**config.mk**
```make
export PLATFORM = sky130hd
export DESIGN_NAME = hvms_ctrl
export DESIGN_NICKNAME = d
export VERILOG_FILES = /design/src/hw/hvms_sync.v /design/src/hw/hvms_ctrl.v
export VERILOG_INCLUDE_DIRS = /design/src /design/src/hw
export SDC_FILE = /design/constraint.sdc
export NUM_CORES = 1
export LEC_CHECK = 0
export ABC_AREA = 1
export BUFFER_PORTS_ARGS = -buffer_cell sky130_fd_sc_hd__buf_4
export CORE_MARGIN = 10
export CORE_UTILIZATION = 36
export CTS_CLUSTER_SIZE = 14
export DETAILED_ROUTE_END_ITERATION = 6
export GPL_TIMING_DRIVEN = 0
export MAX_ROUTING_LAYER = met4
export PLACE_DENSITY = 0.68
export SYNTH_ARGS = -nofsm -noshare
export SYNTH_HDL_FRONTEND = slang
export SYNTH_SLANG_ARGS = --single-unit
```
**constraint.sdc**
```tcl
create_clock -name REF_CLK -period 0.8 [get_ports REF_CLK]
set_input_delay 0.04 -clock REF_CLK [delete_from_list [all_inputs] [get_ports REF_CLK]]
set_output_delay 0.04 -clock REF_CLK [all_outputs]
set_load 0.05 [all_outputs]
```
**src/hw/hvms_map.vh**
```
// constants for the high-voltage measurement switch control block
`ifndef HVMS_MAP_VH
`define HVMS_MAP_VH
// ----------------------------------------
// chip operating modes
// ----------------------------------------
`define HVMS_MODE_W        3
`define HVMS_MODE_NORMAL   3'h0
`define HVMS_MODE_STOP     3'h1
`define HVMS_MODE_SLEEP    3'h2
`define HVMS_MODE_RESTART  3'h3
`define HVMS_MODE_FAILSAFE 3'h4
`define HVMS_MODE_INIT     3'h5
// ----------------------------------------
// io pin configuration codes
// ----------------------------------------
`define HVMS_IOCFG_W       3
`define HVMS_IOCFG_FAIL    3'h0
`define HVMS_IOCFG_OFF     3'h4
`define HVMS_IOCFG_WAKE    3'h5
// ----------------------------------------
// reset values
// ----------------------------------------
`define HVMS_MEAS_RST      1'h0
`define HVMS_SYNC_RST      3'h0
`endif

```
**src/hw/hvms_sync.v**
```verilog
// three-stage pin input synchroniser with agreement filter
`include "hvms_map.vh"
module hvms_sync (
    // clock and reset
    input  wire clk,
    input  wire rst_n,
    // pin and result
    input  wire pin_in,
    output reg  level_out
);
    reg [2:0] sync_reg;

    always @(posedge clk or negedge rst_n) begin
        if (!rst_n) begin
            sync_reg  <= `HVMS_SYNC_RST;
            level_out <= 1'h0;
        end else begin
            sync_reg <= {sync_reg[1:0], pin_in};
            // stage 0 is only read by stage 1
            if (sync_reg[1] == sync_reg[2])
                level_out <= sync_reg[2];
        end
    end
endmodule

```
**src/hw/hvms_ctrl.v**
```verilog
// high-voltage measurement switch control and pin function gating
//
// Notes on behaviour
// - reset leaves measurement off, switch open
// - enable written one closes switch in Normal
// - other modes open switch, keep enable stored
// - enabled: pulls off, pin inputs gated
// - enabled: pull/wake/io config accepted but ignored
// - enabled: wake and level status not updated
// - enabled: sleep with only pin wakes: error, Restart
// - enabled: wake enables writable, cause no wake-up
// - enabled: no fail output, test, gpio, wake
// - enabled: io config change sets error flag
// - enable refused unless io pin is Off
// - fail-safe with enable: kept, switch open
// - fail-safe without enable: sense pin wakes
// - measurement only active in Normal mode
`include "hvms_map.vh"
module hvms_ctrl (
    // clock and reset
    input  wire                      REF_CLK,
    input  wire                      RESET_N,
    // chip mode from mode controller
    input  wire [`HVMS_MODE_W-1:0]   CHIP_MODE,
    // spi write of measure_enable
    input  wire                      MEAS_WR,
    input  wire                      MEAS_WR_DATA,
    // io pin configuration write attempt
    input  wire                      IOCFG_WR,
    input  wire [`HVMS_IOCFG_W-1:0]  IOCFG_WR_DATA,
    input  wire [`HVMS_IOCFG_W-1:0]  IOCFG_CUR,
    // stored pin settings (written freely, possibly ignored)
    input  wire                      SENSE_WAKE_ENABLE,
    input  wire [1:0]                SENSE_PULL_CFG,
    input  wire [1:0]                IO_PULL_CFG,
    input  wire                      FAIL_OUTPUT_REQ,
    input  wire                      FAIL_OUTPUT_TEST,
    input  wire                      IO_OUT_REQ,
    input  wire                      OTHER_WAKE_SRC,
    // sleep command
    input  wire                      SLEEP_CMD,
    // raw pin levels
    input  wire                      HV_SENSE_PIN,
    input  wire                      FAIL_OUTPUT_IO_PIN_I,
    // switch and pin control
    output wire                      MEASURE_SWITCH,
    output wire [1:0]                SENSE_PULL_EN,
    output wire [1:0]                IO_PULL_EN,
    output reg                       FAIL_OUTPUT_IO_PIN_O,
    output reg                       FAIL_OUTPUT_IO_PIN_OE,
    // gated pin signals toward wake logic
    output reg                       SENSE_LEVEL,
    output reg                       IO_LEVEL,
    output wire                      WAKE_STATUS_UPDATE_EN,
    output wire                      SENSE_WAKE_ACTIVE,
    output wire                      IO_WAKE_ACTIVE,
    // status
    output wire                      MEASURE_ENABLE,
    output reg                       SPI_FAIL_SET,
    output reg                       RESTART_REQ
);
    // ----------------------------------------
    // enable bit
    // ----------------------------------------
    reg  measure_enable_reg;
    reg  measure_enable_next;
    wire io_off   = (IOCFG_CUR == `HVMS_IOCFG_OFF);
    wire is_norm  = (CHIP_MODE == `HVMS_MODE_NORMAL);
    wire is_fsafe = (CHIP_MODE == `HVMS_MODE_FAILSAFE);
    wire io_wake  = (IOCFG_CUR == `HVMS_IOCFG_WAKE);
    wire refuse   = MEAS_WR & MEAS_WR_DATA & ~io_off & ~measure_enable_reg;

    always @* begin
        measure_enable_next = measure_enable_reg;
        if (MEAS_WR && !refuse)
            measure_enable_next = MEAS_WR_DATA;
    end

    always @(posedge REF_CLK or negedge RESET_N) begin
        if (!RESET_N)
            measure_enable_reg <= `HVMS_MEAS_RST;
        else
            measure_enable_reg <= measure_enable_next;
    end

    assign MEASURE_ENABLE = measure_enable_reg;

    // ----------------------------------------
    // switch
    // ----------------------------------------
    // closed only in normal mode so no divider current flows when idle
    assign MEASURE_SWITCH = measure_enable_reg & is_norm;

    // ----------------------------------------
    // pulls
    // ----------------------------------------
    reg  [1:0] sense_pull_sel;
    reg  [1:0] io_pull_sel;

    always @* begin
        sense_pull_sel = SENSE_PULL_CFG;
        io_pull_sel    = IO_PULL_CFG;
        if (measure_enable_reg) begin
            // stored settings stay as written, only their effect drops
            sense_pull_sel = 2'h0;
            io_pull_sel    = 2'h0;
        end
    end

    assign SENSE_PULL_EN = sense_pull_sel;
    assign IO_PULL_EN    = io_pull_sel;

    // ----------------------------------------
    // input gating
    // ----------------------------------------
    // bit 0 is the sense pin, bit 1 the io pin
    wire [1:0] pin_raw;
    wire [1:0] pin_sync;
    genvar     gi;

    assign pin_raw = {FAIL_OUTPUT_IO_PIN_I, HV_SENSE_PIN};

    generate
        for (gi = 0; gi < 2; gi = gi + 1) begin : g_pin
            hvms_sync u_pin_sync (
                .clk       (REF_CLK),
                .rst_n     (RESET_N),
                .pin_in    (pin_raw[gi]),
                .level_out (pin_sync[gi])
            );
        end
    endgenerate

    // pins still see the divider node, so gate after the sync
    always @(posedge REF_CLK or negedge RESET_N) begin
        if (!RESET_N) begin
            SENSE_LEVEL <= 1'h0;
            IO_LEVEL    <= 1'h0;
        end else begin
            SENSE_LEVEL <= pin_sync[0] & ~measure_enable_reg;
            IO_LEVEL    <= pin_sync[1] & ~measure_enable_reg;
        end
    end

    // ----------------------------------------
    // wake sources
    // ----------------------------------------
    reg sense_wake_sel;
    reg io_wake_sel;

    assign WAKE_STATUS_UPDATE_EN = ~measure_enable_reg;

    always @* begin
        sense_wake_sel = SENSE_WAKE_ENABLE;
        io_wake_sel    = io_wake;
        // fail-safe forces the sense wake only when measurement is off
        if (is_fsafe)
            sense_wake_sel = 1'h1;
        if (measure_enable_reg) begin
            // wake bits stay writable but lose to measurement
            sense_wake_sel = 1'h0;
            io_wake_sel    = 1'h0;
        end
    end

    assign SENSE_WAKE_ACTIVE = sense_wake_sel;
    assign IO_WAKE_ACTIVE    = io_wake_sel;

    // ----------------------------------------
    // pin output
    // ----------------------------------------
    reg io_o_sel;
    reg io_oe_sel;

    always @* begin
        io_o_sel  = IO_OUT_REQ;
        io_oe_sel = 1'h0;
        case (IOCFG_CUR)
            `HVMS_IOCFG_FAIL: begin
                // open-drain fail output, low while driven
                io_o_sel  = 1'h0;
                io_oe_sel = FAIL_OUTPUT_REQ | FAIL_OUTPUT_TEST;
            end
            `HVMS_IOCFG_OFF: begin
                io_oe_sel = 1'h0;
            end
            `HVMS_IOCFG_WAKE: begin
                io_oe_sel = 1'h0;
            end
            default: begin
                io_oe_sel = 1'h1;
            end
        endcase
        if (measure_enable_reg) begin
            io_o_sel  = 1'h0;
            io_oe_sel = 1'h0;
        end
    end

    always @(posedge REF_CLK or negedge RESET_N) begin
        if (!RESET_N) begin
            FAIL_OUTPUT_IO_PIN_O  <= 1'h0;
            FAIL_OUTPUT_IO_PIN_OE <= 1'h0;
        end else begin
            FAIL_OUTPUT_IO_PIN_O  <= io_o_sel;
            FAIL_OUTPUT_IO_PIN_OE <= io_oe_sel;
        end
    end

    // ----------------------------------------
    // error flag and sleep refusal
    // ----------------------------------------
    // error events only: the sticky flag lives with the spi registers
    wire only_pin_wake = ~OTHER_WAKE_SRC & (SENSE_WAKE_ENABLE | io_wake);
    wire io_change     = IOCFG_WR & (IOCFG_WR_DATA != IOCFG_CUR);
    wire sleep_bad     = measure_enable_reg & SLEEP_CMD & only_pin_wake;
    reg  fail_evt;

    always @* begin
        fail_evt = 1'h0;
        if (refuse)
            fail_evt = 1'h1;
        if (measure_enable_reg && io_change)
            fail_evt = 1'h1;
        if (sleep_bad)
            fail_evt = 1'h1;
    end

    always @(posedge REF_CLK or negedge RESET_N) begin
        if (!RESET_N) begin
            SPI_FAIL_SET <= 1'h0;
            RESTART_REQ  <= 1'h0;
        end else begin
            SPI_FAIL_SET <= fail_evt;
            RESTART_REQ  <= sleep_bad;
        end
    end
endmodule

```
==> results of run 1 <==
-- cells in the final DEF, fill, tap and decap left out, drive strengths merged --
cell / netlist / final
a21oi: 1 / 1
buf: 1 / 49
clkbuf: 0 / 4
dfrtp: 15 / 15
dlygate4sd3: 0 / 3
inv: 17 / 17
maj3: 2 / 2
nand2: 20 / 20
nand3: 3 / 3
nor2: 12 / 12
nor3: 1 / 1
nor4: 1 / 1
o21ai: 3 / 3
or2: 1 / 1
-- through the flow --
step                area (um2)  worst slack (ns)  TNS, ns  cells
floorplan                  713            -0.439    -3.61     77
global placement          1040            -0.220    -1.83    142
detailed placement        1040            -0.224    -1.94    142
CTS                       1210            -0.494    -5.59    153
global route              1280            -0.548    -7.22    157
finish                    1280            -0.485    -6.08    157
-- final cells by class --
class / instances / area, um2 / area share [%]
buffer: 1 / 20.0 / 1.57
clock buffer: 4 / 26.3 / 2.05
inverter: 17 / 68.8 / 5.38
multi-input combinational: 44 / 284 / 22.2
sequential: 15 / 379 / 29.6
tap: 25 / 31.3 / 2.45
timing repair buffer: 51 / 469 / 36.7
-- what timing repair did --
| item | CTS | global route |
|---|---|---|
| endpoints found under the setup margin | 24 | 24 |
| hold buffers | 3 | 0 |
| pin swaps | 3 | 2 |
| setup buffers | 4 | 4 |
| cloned | 0 | 0 |
| resized for setup | 21 | 11 |
| endpoints found under the hold margin | 17 | 0 |
-- per-layer routing --
metal	vias to the layer above	part of all wire (%)	GRT usage, %
met5	-	0	-
met4	0	1.1	4.19
met3	2	4.3	3.41
met2	25	55	17.3
met1	303	39	9.59
li1	336	-	-
-- final timing paths --
kind | start | to | slack (ns) | cells after the start
setup / recovery | MEASURE_ENABLE | SENSE_WAKE_ACTIVE | -0.48 | 3
hold / removal | MEAS_WR_DATA | MEASURE_ENABLE | 0.006 | 3
hold reg to reg | g_pin[0].u_pin_sync.sync_reg[0] | g_pin[0].u_pin_sync.sync_reg[1] | 0.36 | 0
max in group asynchronous | RESET_N | MEASURE_ENABLE | 0.46 | 2
min in group asynchronous | RESET_N | IO_LEVEL | 0.15 | 2
setup reg to reg | MEASURE_ENABLE | SPI_FAIL_SET | -0.43 | 7
-- worst max-delay path: cells and delay by family (launching register included) --
family,cells,cell delay (ns)
flip-flops,1,0.53
buffers and inverters,2,0.34
AO/OA/AOI/OAI,1,0.11
-- report_power, final --
part / leakage (nW) / internal (mW) / switching [mW]
sequential: 0.181 / 0.821 / 0.0403
clock: 0.0150 / 0.193 / 0.209
combinational: 0.485 / 0.374 / 0.452
total: 0.680 / 1.39 / 0.702
-- kinds of logic (layout without fill, tap and decap cells) --
logic type,count (synthesis),count (layout),synth area share [%]
AND/OR/NAND/NOR,38,38,23.6
buffers and inverters,18,73,11.6
flip-flops,15,15,58.0
AO/OA/AOI/OAI,4,4,3.67
adder cells (fa/ha/maj),2,2,3.09
==> flow_summary.ini, run 1 <==
[grt]
grt_overflow = 0
grt_pass1_vias = 670
antenna_found_initial = 0
grt_max_degree = 16
grt_pass1_wl_um = 3010
grt_usage_pct = 9.83

[worst_hold_path]
hold_path.class = in -> reg

[pwr]
ir_drop_v = 0.00122
power.total_mw = 2.09
p_leak_nw = 0.680
p_per_area_nw_per_um2 = 1630

[clock_tree]
clock_path_buffers = 2
cts.sinks = 15
cts_tree = yes
cts_buffers = 3
htree_levels = 1
clock_latency_ns = 0.27
clockRootBuffer = clkbuf_4
cts.reportedPaths.clkPinSlew_ns = 0.08

[sta]
setup_ws_ns = -0.485
timing.hold.ws_ns = 0.00571
fmax_mhz = 778
drv_slew = 0
rsz0062_at_grt = yes
period_needed_ns = 1.28
slew_headroom_pct = 86.0
final.setup_skew_ns = 0.00190
finalHoldViolations = 0
setup_viol = 24
worst_slew_pin_slew_ns = 0.208
fin_crit_sh_pct = 161

[die]
rows = 15
ios = 41
dieArea_um2 = 3890
dieWidth_um = 62.4
start_util_pct = 37.9
die-height_um = 62.4
coreArea_um2 = 1710

[synth]
synth_nets = 103
synth-main-ff-cell = dfrtp_1
yosys_warnings = 0
synth_commonest_cells = 20 x nand2_1, 16 x inv_1, 15 x dfrtp_1
synth_edf_count = 0
synthMostInstantiatedCell = nand2_1
synth.area.top_cells = dfrtp_1 58%, nand2_1 12%, inv_1 9.3%
synth_top_area_share_pct = 58.0
syn-cell-area_um2 = 647
postSynthCellCount = 77
synthArstFlopShare_pct = 100
yosysSeqAreaShare_pct = 58.0
synth-seq-cells = 15
synth_largest_area_cell = dfrtp_1
synth_area_per_cell_um2 = 8.40
ys_types = 14

[detailed_routing]
first_iter_violations = 7
detail_route.wl_per_cell_um = 12.4
firstDrtPassIters = 2
via_per_inst = 4.24
drcViolationCount = 0
final_antenna_net_count = 0
vias = 666
routed_wl_um = 1950

[place]
io_buffers = 40
gp_congestion = 0.695
dp_hpwl_um = 1510

[status]
violations = negative setup slack
status = finished with violations

[setup_path]
path_max_fanout = 7
critPathKind = reg -> out
cpMaxStageDelayCell = dfrtp_4
crit_required_ns = 0.76
cp-start-kind = register
cp.arrival_ns = 1.24
worst_setup_path_end_kind = primary output
worstPathCellList = buf_12 -> a21oi_4 -> buf_6
max_stage_delay_ns = 0.53

[final_layout]
n_fill_cell = 134
nNetsFinal = 159
diodes = 0
area_growth_pct = 97.7
drive_gt1_share_pct = 53.0
largest_register_ffs = 6
post-route-util_pct = 74.9

[job]
maxCapViolCount = 0
(Power assumes the default switching activity.)
==> inputs of run 2 (changes only) <==
CORE_MARGIN = not set   (was 10)
PLACE_DENSITY = 0.72   (was 0.68)
==> run 2 against run 1 <==
Effect of this change: the flow still finishes with violations (negative setup slack); non-clock buffer count is 4 higher; flip-flop and latch count stayed put; clock power is 4% higher; sequential power hardly changed; register-to-register slack hardly changed; design area is 5.0% higher; wire length is 5.6% higher; sequential share of layout area is 1.4 points lower; first-iteration DRC count is 86% higher; power is 4.2% higher.
==> flow_summary.ini, run 2 (synthesis results as in run 1) <==
[clock_tree]
cts.reportedPaths.clkPinSlew_ns = 0.08
htree_levels = 1
cts_buffers = 3
clock_latency_ns = 0.27
cts_tree = yes
cts.sinks = 15
clockRootBuffer = clkbuf_4
clock_path_buffers = 2

[final_layout]
diodes = 0
largest_register_ffs = 6
final_cell_mix = 31 x buf_4, 19 x nand2_1, 16 x inv_1
nNetsFinal = 163
drive_gt1_share_pct = 53.7
area_growth_pct = 108
post-route-util_pct = 84.2
layout_commonest_cell = buf_4
layoutNonFillerInstCount = 160

[place]
gp_congestion = 0.700
io_buffers = 40
dp_worst_setup_slack_ns = -0.223
dp_hpwl_um = 1160
place_inst = 141

[pwr]
power.total_mw = 2.18
p_sw_uw = 750
clockPowerShare_pct = 19.2
p_int_mw = 1.43
seqPwrFrac_pct = 39.5
power_frac_comb_pct = 41.4
p_leak_nw = 0.706
p_per_area_nw_per_um2 = 1620
ir_drop_v = 0.00113
swShare_pct = 34.4

[sta]
setup_viol = 24
worst_slew_pin_slew_ns = 0.315
rsz0062_at_grt = yes
fin_crit_sh_pct = 164
period_needed_ns = 1.31
drv_slew = 0
fin_tns_setup_ns = -6.39
fmax_mhz = 761
final.setup_skew_ns = 0.000724
finalHoldViolations = 0
slew_headroom_pct = 78.8
setup_ws_ns = -0.514

[die]
dieWidth_um = 44.4
rows = 14
die-height_um = 44.4
coreArea_um2 = 1590
start_util_pct = 40.6
ios = 41
dieArea_um2 = 1970

[detailed_routing]
via_per_inst = 4.58
first_iter_violations = 13
drcViolationCount = 0
detail_route.wl_per_cell_um = 12.9
vias = 733
final_antenna_net_count = 0
firstDrtPassIters = 4
routed_wl_um = 2060

[setup_path]
worst_setup_path_end_kind = primary output
path_max_fanout = 4
critPathKind = reg -> out
crit_required_ns = 0.76
cp.arrival_ns = 1.27
cp-start-kind = register

[status]
violations = negative setup slack
status = finished with violations

[grt]
antenna_found_initial = 0
grt_overflow = 0
grt_pass1_wl_um = 2870
grt_usage_pct = 20.9
grt_pass1_vias = 715
grt_max_degree = 16

[worst_hold_path]
hold_path.class = in -> reg

[job]
maxCapViolCount = 0
[run 2: timing repair]
item,4_1_cts,5_1_grt
hold buffers,4,0
buffers inserted,6,5
pin swaps,4,3
endpoints found under the hold margin,18,0
gates resized for setup,24,13
setup endpoints to repair,24,24
[run 2: cell type report]
class / count / area (um2)
fill: 96 / 251
tap: 24 / 30.0
multi-input combinational: 44 / 294
buffer: 1 / 20.0
clock buffer: 4 / 26.3
timing repair buffer: 55 / 522
sequential: 15 / 379
inverter: 17 / 71.3
[run 2: worst max-delay path, cell delays in order (launching register included)]
cell and delay (ns):
dfrtp_4 0.47, buf_12 0.12, inv_8 0.03, nor4_4 0.17
buf_6 0.21
[run 2: layer usage]
metal	vias up	share of wire [%]	global-route usage (%)
met2	31	57	37.9
met4	0	1.3	10.3
li1	344	-	-
met1	356	38	22.6
met5	-	0	-
met3	2	3.3	1.63
[run 2: path summary, 6_finish.rpt]
path / start / to / slack [ns] / cells after the start
worst max-delay path: MEASURE_ENABLE / MEASURE_SWITCH / -0.51 / 4
worst min-delay path: FAIL_OUTPUT_TEST / FAIL_OUTPUT_IO_PIN_OE / 0.01 / 3
worst max register to register: MEASURE_ENABLE / SPI_FAIL_SET / -0.42 / 8
worst min register to register: g_pin[1].u_pin_sync.sync_reg[0] / g_pin[1].u_pin_sync.sync_reg[1] / 0.35 / 0
max in group asynchronous: RESET_N / MEASURE_ENABLE / 0.47 / 2
min in group asynchronous: RESET_N / IO_LEVEL / 0.14 / 2
[run 2: stage by stage]
step | cell area (um2) | hold slack, ns
floorplan | 713 | -0.256
global placement | 1040 | -0.104
detailed placement | 1040 | -0.0982
CTS | 1250 | 0.00243
global route | 1340 | 0.0277
finish | 1340 | 0.0130
[run 2: power by group through the flow]
| stage | clock (mW) | combinational (mW) | sequential [mW] |
|---|---|---|---|
| final | 0.417 | 0.900 | 0.859 |
| after global routing | 0.462 | 0.943 | 0.866 |
| after CTS | 0.429 | 0.797 | 0.858 |
| after detailed placement | 0 | 0.641 | 0.871 |
| after global placement | 0 | 0.632 | 0.869 |
| after floorplan | 0 | 0.269 | 0.990 |
